[config.mk]
export PLATFORM = sky130hd
export DESIGN_NAME = flash_por_seq
export DESIGN_NICKNAME = d
export VERILOG_FILES = /design/src/flash_por_pkg.sv /design/src/sync2.sv /design/src/flash_por_seq.sv
export VERILOG_INCLUDE_DIRS = /design/src
export SDC_FILE = /design/constraint.sdc
export NUM_CORES = 1
export LEC_CHECK = 0
export ABC_AREA = 1
export BUFFER_PORTS_ARGS = -buffer_cell sky130_fd_sc_hd__buf_2
export CAP_MARGIN = 20
export CORE_MARGIN = 8
export CORE_UTILIZATION = 33
export DETAILED_ROUTE_END_ITERATION = 6
export PLACE_DENSITY = 0.6
export SYNTH_ARGS = -nofsm -noshare
export SYNTH_HDL_FRONTEND = slang
export SYNTH_SLANG_ARGS = --single-unit
[constraint.sdc]
create_clock -name clk -period 4.1 [get_ports clk]
set_input_delay 0.205 -clock clk [delete_from_list [all_inputs] [get_ports clk]]
set_output_delay 0.205 -clock clk [all_outputs]
set_load 0.02 [all_outputs]
[src/flash_por_defs.svh]
// Timing and mode constants for the serial flash power-on sequencer
`ifndef FLASH_POR_DEFS_SVH
`define FLASH_POR_DEFS_SVH

`define CLK_HZ               40000000
// Least select delay after supply, in microseconds
`define SEL_DELAY_US         70
// Scale the clock down first so the product stays inside 32 bits
`define SEL_DELAY_CYC        (`SEL_DELAY_US * (`CLK_HZ / 1000000))
// Longest write delay after power-up, in milliseconds
`define WR_DELAY_MS          20
`define WR_DELAY_CYC         ((`WR_DELAY_MS * `CLK_HZ) / 1000)
`define CNT_W                20
`define MODE_DEFAULT         1'b1
`define MODE_ZERO            1'b0
`define MODE_THREE           1'b1

`endif

[src/flash_por_pkg.sv]
// Types for the serial flash power-on sequencer
`default_nettype none
package flash_por_pkg;
  typedef enum logic [1:0] {
    ST_RESET,
    ST_WAIT,
    ST_STANDBY,
    ST_ACTIVE
  } por_state_t;
endpackage : flash_por_pkg
`default_nettype wire

[src/sync2.sv]
// Two-flop synchroniser for one pin input
`default_nettype none
module sync2 (
  input  wire logic clk,
  input  wire logic srst,
  input  wire logic rst_val,
  input  wire logic din,
  output logic      dout
);
  logic meta_q;

  // First flop is read only by the second
  always_ff @(posedge clk) begin
    if (srst) begin
      meta_q <= rst_val;
      dout   <= rst_val;
    end else begin
      meta_q <= din;
      dout   <= meta_q;
    end
  end
endmodule : sync2
`default_nettype wire

[src/flash_por_seq.sv]
// Power-on and select sequencing of a serial flash interface
`default_nettype none
`include "flash_por_defs.svh"
module flash_por_seq #(
  parameter logic [`CNT_W-1:0] WR_DELAY = `CNT_W'(`WR_DELAY_CYC)
) (
  // Clock and reset
  input  wire logic clk,
  input  wire logic srst,
  // Power-on reset from supply monitor, active high
  input  wire logic por_active,
  // Serial pins from host
  input  wire logic sel_n,
  input  wire logic sck,
  input  wire logic si,
  // Serial output from the core when it wants to drive
  input  wire logic core_so,
  input  wire logic core_so_drive,
  // Serial output pin
  output logic      so_o,
  output logic      so_oe,
  // Status and gated serial clock and data toward the core
  output logic      mode3,
  output logic      cmd_start,
  output logic      cmd_active,
  output logic      standby,
  output logic      write_ok,
  output logic      read_ok,
  output logic      sck_o,
  output logic      si_o
);
  localparam logic [`CNT_W-1:0] SEL_DELAY = `CNT_W'(`SEL_DELAY_CYC);

  logic sel_n_s;
  logic sck_s;
  logic si_s;
  logic por_s;
  logic sel_n_p_q;
  logic [`CNT_W-1:0] wr_cnt_q;
  logic [`CNT_W-1:0] rd_cnt_q;
  flash_por_pkg::por_state_t state_q;
  flash_por_pkg::por_state_t state_d;

  // Pin inputs cross into clk domain
  sync2 u_sel (.clk(clk), .srst(srst), .rst_val(1'b1),
               .din(sel_n), .dout(sel_n_s));
  sync2 u_sck (.clk(clk), .srst(srst), .rst_val(1'b0),
               .din(sck), .dout(sck_s));
  sync2 u_si  (.clk(clk), .srst(srst), .rst_val(1'b0),
               .din(si), .dout(si_s));
  sync2 u_por (.clk(clk), .srst(srst), .rst_val(1'b0),
               .din(por_active), .dout(por_s));

  // Select edge decode on synchronised copy only
  wire in_reset = srst | por_s;
  wire sel_fall = sel_n_p_q & ~sel_n_s;
  wire sel_rise = ~sel_n_p_q & sel_n_s;
  wire delay_done = (rd_cnt_q == SEL_DELAY);
  wire accept = sel_fall & (state_q != flash_por_pkg::ST_RESET);

  // Sequencer next state
  always_comb begin
    state_d = state_q;
    case (state_q)
      flash_por_pkg::ST_RESET: begin
        state_d = flash_por_pkg::ST_WAIT;
      end
      flash_por_pkg::ST_WAIT: begin
        if (delay_done) begin
          state_d = flash_por_pkg::ST_STANDBY;
        end
      end
      flash_por_pkg::ST_STANDBY: begin
        if (sel_fall) begin
          state_d = flash_por_pkg::ST_ACTIVE;
        end
      end
      flash_por_pkg::ST_ACTIVE: begin
        if (sel_rise) begin
          state_d = flash_por_pkg::ST_STANDBY;
        end
      end
      default: state_d = flash_por_pkg::ST_RESET;
    endcase
  end

  // State and delay counters; power-on reset restarts all of it
  always_ff @(posedge clk) begin
    if (in_reset) begin
      state_q   <= flash_por_pkg::ST_RESET;
      sel_n_p_q <= 1'b1;
      rd_cnt_q  <= '0;
      wr_cnt_q  <= '0;
    end else begin
      state_q   <= state_d;
      sel_n_p_q <= sel_n_s;
      if (!delay_done) begin
        rd_cnt_q <= rd_cnt_q + `CNT_W'(1);
      end
      if (wr_cnt_q != WR_DELAY) begin
        wr_cnt_q <= wr_cnt_q + `CNT_W'(1);
      end
    end
  end

  // Outputs straight from flops
  always_ff @(posedge clk) begin
    if (in_reset) begin
      mode3      <= `MODE_DEFAULT;
      so_o       <= 1'b0;
      so_oe      <= 1'b0;
      cmd_start  <= 1'b0;
      cmd_active <= 1'b0;
      standby    <= 1'b0;
      write_ok   <= 1'b0;
      read_ok    <= 1'b0;
      sck_o      <= 1'b0;
      si_o       <= 1'b0;
    end else begin
      if (accept) begin
        mode3 <= sck_s ? `MODE_THREE : `MODE_ZERO;
      end
      cmd_start  <= accept;
      cmd_active <= (state_d == flash_por_pkg::ST_ACTIVE);
      standby    <= (state_d == flash_por_pkg::ST_STANDBY);
      read_ok    <= delay_done;
      write_ok   <= (wr_cnt_q == WR_DELAY);
      // Deselected: clock, data and output enable all quiet; so_o follows core_so except in reset, where it is 0
      sck_o      <= (state_d == flash_por_pkg::ST_ACTIVE) & sck_s;
      si_o       <= (state_d == flash_por_pkg::ST_ACTIVE) & si_s;
      so_oe      <= (state_d == flash_por_pkg::ST_ACTIVE)
                    & core_so_drive;
      so_o       <= core_so;
    end
  end
endmodule : flash_por_seq
`default_nettype wire

; ---- Yosys cells after proc, flatten, opt, wreduce, memory -nomap -nowiden
; Index checks and enable logic that the tools add are counted.
[word_totals]
register_bits = 61
inputBits = 8
out_inout_bits = 10
[classes]
add_sub_neg = 2
n_eq_ne = 8
mux = 5
bitwise_logic = 9
reduce_logical = 2
[ops]
columns = operator, n
row1 = adder 20 x 1 -> 20 bit (second input constant), 2
row2 = equality test 20 x 12 -> 1 bit (second input constant), 1
row3 = equality test 20 bit (second input constant), 1
row4 = inequality test 20 bit (second input constant), 1
row5 = equality test 2 bit (second input constant), 4
row6 = one-hot mux 2 bit (4 select lines), 1
row7 = bitwise AND 1 bit, 6
row8 = 2-to-1 mux 2 bit, 3
row9 = equality test 2 x 1 -> 1 bit (second input constant), 1
row10 = zero test 2 bit, 1
row11 = NOT 1 bit, 2
row12 = nonzero test 2 bit, 1
row13 = 2-to-1 mux 1 bit, 1
row14 = bitwise OR 1 bit, 1

; ---- Depth between registers and ports, before layout
[depth]
word_depth = 6
ltp_mapped = 10
ltp_nobuf = 10

; ---- By module
; From an unflattened synthesis, not the netlist that was laid out.
[unflattened]
cells_unflattened = 428
hier_area_um2 = 2947.8
[modules_own_cells]
columns = module, instances, cells_each, area_each_um2, seq_area_each_um2
row1 = flash_por_seq, 1, 396, 2697.6, 1061.0
row2 = sync2, 4, 8, 62.6, 40.0

; ---- Worst setup path before layout
; Ideal clock, no wire load.
[synth_path]
kind = register -> register
from = register rd_cnt_q[0]
to = register rd_cnt_q[14]
t_arrival_ns = 1.197
required_time_ns = 3.980
path_slack_ns = 2.783
stages_incl_launch_ff = 9
path_buffers = 0
period_less_slack_ns = 1.317
cell_sequence = dfxtp_1 -> ha_1 -> nand3_1 -> inv_1 -> nand2_1 -> nor2_2 -> nand2_1 -> o21ai_0 -> a21oi_1
[synth_between]
elab_chain_len = 1
word_cells_on_any_way = 2
classes_between = 1 x add/sub / 1 x eq/ne
[synth_lines]
columns = element, line_no
row1 = "start, declared", flash_por_seq.sv:40  ; logic [`CNT_W-1:0] rd_cnt_q;
row2 = "start signal, assigned", flash_por_seq.sv:98  ; rd_cnt_q <= rd_cnt_q + `CNT_W'(1);
row3 = adder 20 x 1 -> 20 bit / equality test 20 x 12 -> 1 bit (equally long branches), "flash_por_seq.sv:98, flash_por_seq.sv:58"
; Several ways; a longest one is shown, not always the timed one.
; A chain may end at the register's enable or synchronous reset.

; ---- Worst setup path after layout
[layout_path]
from = register u_por.dout
to = register so_oe
[layout_between]
elab_chain_len = 1
[layout_lines]
columns = element, line_no
row1 = "start, declared", sync2.sv:8  ; output logic dout
row2 = "start signal, assigned", sync2.sv:16  ; dout <= rst_val;
row3 = "start signal, assigned", sync2.sv:19  ; dout <= meta_q;
row4 = bitwise OR 1 bit, flash_por_seq.sv:55  ; wire in_reset = srst | por_s;
row5 = "end signal, assigned", flash_por_seq.sv:131  ; so_oe <= (state_d == flash_por_pkg::ST_ACTIVE)
row6 = "end, declared", flash_por_seq.sv:21  ; output logic so_oe,
; No other way between the ends.

==> flow_summary.toml <==
[clock_network]
cts.htree.levels = 3
cts_resized = 0
clk_path_buf_depth = 2
root_buffer = "clkbuf_8"
clk_latency_ns = 0.34
holdBufCountCts = 0
cts_tree = "done"
cts_sinks = 61
cts_made_buffers = 9
postCtsSetupBuffers = 0
cts.reportedPaths.clkPinSlew_ns = 0.07

[pwr]
p_sw_frac = 0.234
p_leak_nw = 1.29
seqPwrFrac = 0.484
p_per_area_nw_per_um2 = 397
netSwitchingPower_uw = 295
peakVddDrop_v = 0.000129
internal_power_uw = 964
p_comb_frac = 0.037
clockPowerShare = 0.479

[placement]
place_ws_ns = 2.33
port_buffers = 17
gp_congestion = 0.846
hpwlAfterDp_mm = 4.10

[floorplanning]
dieArea_um2 = 11500
die_height_um = 107
pin_count = 18
initial_core_util = 0.337
chipWidth_um = 107
rows = 33
coreArea_um2 = 8180

[critical_path]
path_max_fanout = 29
cpPeakStageDelay_ns = 0.66
reg2reg_setup_slack_ns = 2.43
cp-end-kind = "flop"
start_kind = "flop"
path_cells = "nor2_1 -> buf_4 -> inv_1 -> nor2_1 -> inv_1 -> nor2_1"
regToRegStartpoint = "u_por.dout"
critPathKind = "reg2reg"
rr_worst_depth = 6
cpMostUsedCell = "nor2_1"
crit_required_ns = 4.34
critPathSlowestCell = "inv_1"
cp.arrival_ns = 1.91
reg2reg_to = "so_oe"

[logic_synthesis]
yosysUniqueCellTypes = 29
syn_inst = 386
ys_ff_latch = 61
ys.flop_type = "dfxtp_1"
ys_warn_count = 0
synth_area_leaders = "dfxtp_1, nand2_1, nor2_1"
synth_common_cells = "nand2_1, dfxtp_1, nor2_1, inv_1, nand3_1"
synth-async-reset-ratio = 0
yosysTopAreaCell = "dfxtp_1"
netlist_area_um2 = 2760
synth_top_area_share = 0.443
synth_edf_count = 0
syn_area_per_cell_um2 = 7.14
synth_nets = 398
synth_seq_area_share = 0.443
yosysMostFrequentCell = "nand2_1"

[grt]
grt_pass1_vias = 2375
met3_usage = 0.0251
track_usage = 0.107
use_met1 = 0.125
busiest_layer = "met2"
grt_use_met2 = 0.173
antenna_found_initial = 0
grt_overflow = 0
grt_max_degree = 30
grt_first_pass_wirelength_mm = 10.1

[detailed_routing]
first_pass_iters = 4
drcViolationCount = 0
vias = 2400
wl_per_cell_um = 10.9
routed_wl_mm = 5.64
vias_per_cell = 4.62
drt_iter0_markers = 82
ant_nets = 0

[status]
outcome = "finished, final reports clean"

[sta]
fin_crit_ns = 1.67
finalSetupViolations = 0
period_share = 0.406
fin_ws_ns = 2.43
max_freq_ghz = 0.600
slew_violations = 0
rsz0062_at_grt = "no"
relSlewSlack = 0.433
finClkSkew_ns = 0.00604
worst_slew_pin_slew_ns = 0.850
hold_viol = 0
fin_setup_tns_ns = 0

[hold_path]
hold_path_end = "u_sel.meta_q"
hold_path.class = "in2reg"
min_from = "sel_n"
whs_path_depth = 2

[final_layout]
diodes = 0
reg.largest.list = "rd_cnt_q (20), wr_cnt_q (20), state_q (2)"
drive_gt1_frac = 0.123
final_nets = 421
area_growth_pct = 15.1

[flow_run]
max-cap-violations = 0
-- power groups by stage --
stage	logic, mW	registers, mW	clock network, mW
after floorplan	0.0347	0.622	0
after detailed placement	0.0474	0.623	0
final	0.0469	0.609	0.603
after CTS	0.0475	0.609	0.617
after global routing	0.0551	0.610	0.641
after global placement	0.0467	0.622	0
-- worst max-delay path by stage --
stage	cells after the start	start	to	slack (ns)
finish	6	u_por.dout	so_oe	2.43
global route	6	u_por.dout	so_oe	2.26
CTS	6	u_por.dout	so_oe	2.41
detailed placement	7	srst	so_oe	2.33
global placement	7	srst	so_oe	2.36
floorplan	8	rd_cnt_q[0]	rd_cnt_q[14]	2.78
-- per-stage QoR --
step	hold WS (ns)	util	area (um^2)	power, mW	cells
after global placement	0.392	0.361	2950	0.669	503
after floorplan	0.309	-	2760	0.657	386
after detailed placement	0.392	0.361	2950	0.670	503
after global routing	0.0367	0.388	3170	1.31	519
final	0.0405	0.388	3170	1.26	519
after CTS	0.0246	0.388	3170	1.27	519
-- metal layers --
metal | up-vias | part of all wire
met5 | - | 0
met4 | 0 | 0.032
met3 | 17 | 0.029
met2 | 32 | 0.46
met1 | 1064 | 0.48
li1 | 1287 | -
-- cell families (layout without fill, tap and decap cells) --
family,Yosys count,after routing,share of synthesized area
and+or+nand+nor,204,204,0.341
DFF,61,61,0.443
buffers and inverters,62,90,0.0876
AOI/OAI and AO/OA,50,50,0.0944
xor gates and xnor gates,5,5,0.0159
adders and majority gates,4,4,0.0182
-- critical path, delay by kind of cell, from the launching register on --
kind	cells	cell delay [ns]
buffers and inverters	3	1.01
AND/OR/NAND/NOR	3	0.24
flip-flops	1	0.31
-- cell type report --
class / instances / area (um^2)
inverter: 56 / 210
multi-input combinational: 263 / 1290
clock inverter: 7 / 98.8
fill: 879 / 5000
clock buffer: 9 / 124
sequential: 61 / 1220
tap: 105 / 131
timing repair buffer: 18 / 92.6
-- cell usage in the layout, fill, tap and decap left out, types with 2 or more instances in the layout --
| cell | n |
|---|---|
| o21a_1 | 2 |
| or2_2 | 2 |
| nand2_4 | 2 |
| o21ai_1 | 2 |
| nand2_1 | 69 |
| clkinv_4 | 2 |
| buf_2 | 17 |
| dfxtp_1 | 61 |
| xor2_1 | 4 |
| nor3_1 | 15 |
| o21ai_0 | 16 |
| o211ai_1 | 2 |
| bufinv_16 | 2 |
| ha_1 | 4 |
| nand2_2 | 3 |
| a21oi_1 | 28 |
| nor2_1 | 61 |
| nand4_1 | 12 |
| nand3_1 | 29 |
| inv_1 | 55 |
| clkbuf_8 | 9 |
| nor2_2 | 5 |
Note: power is estimated with default switching activity, not from simulation.
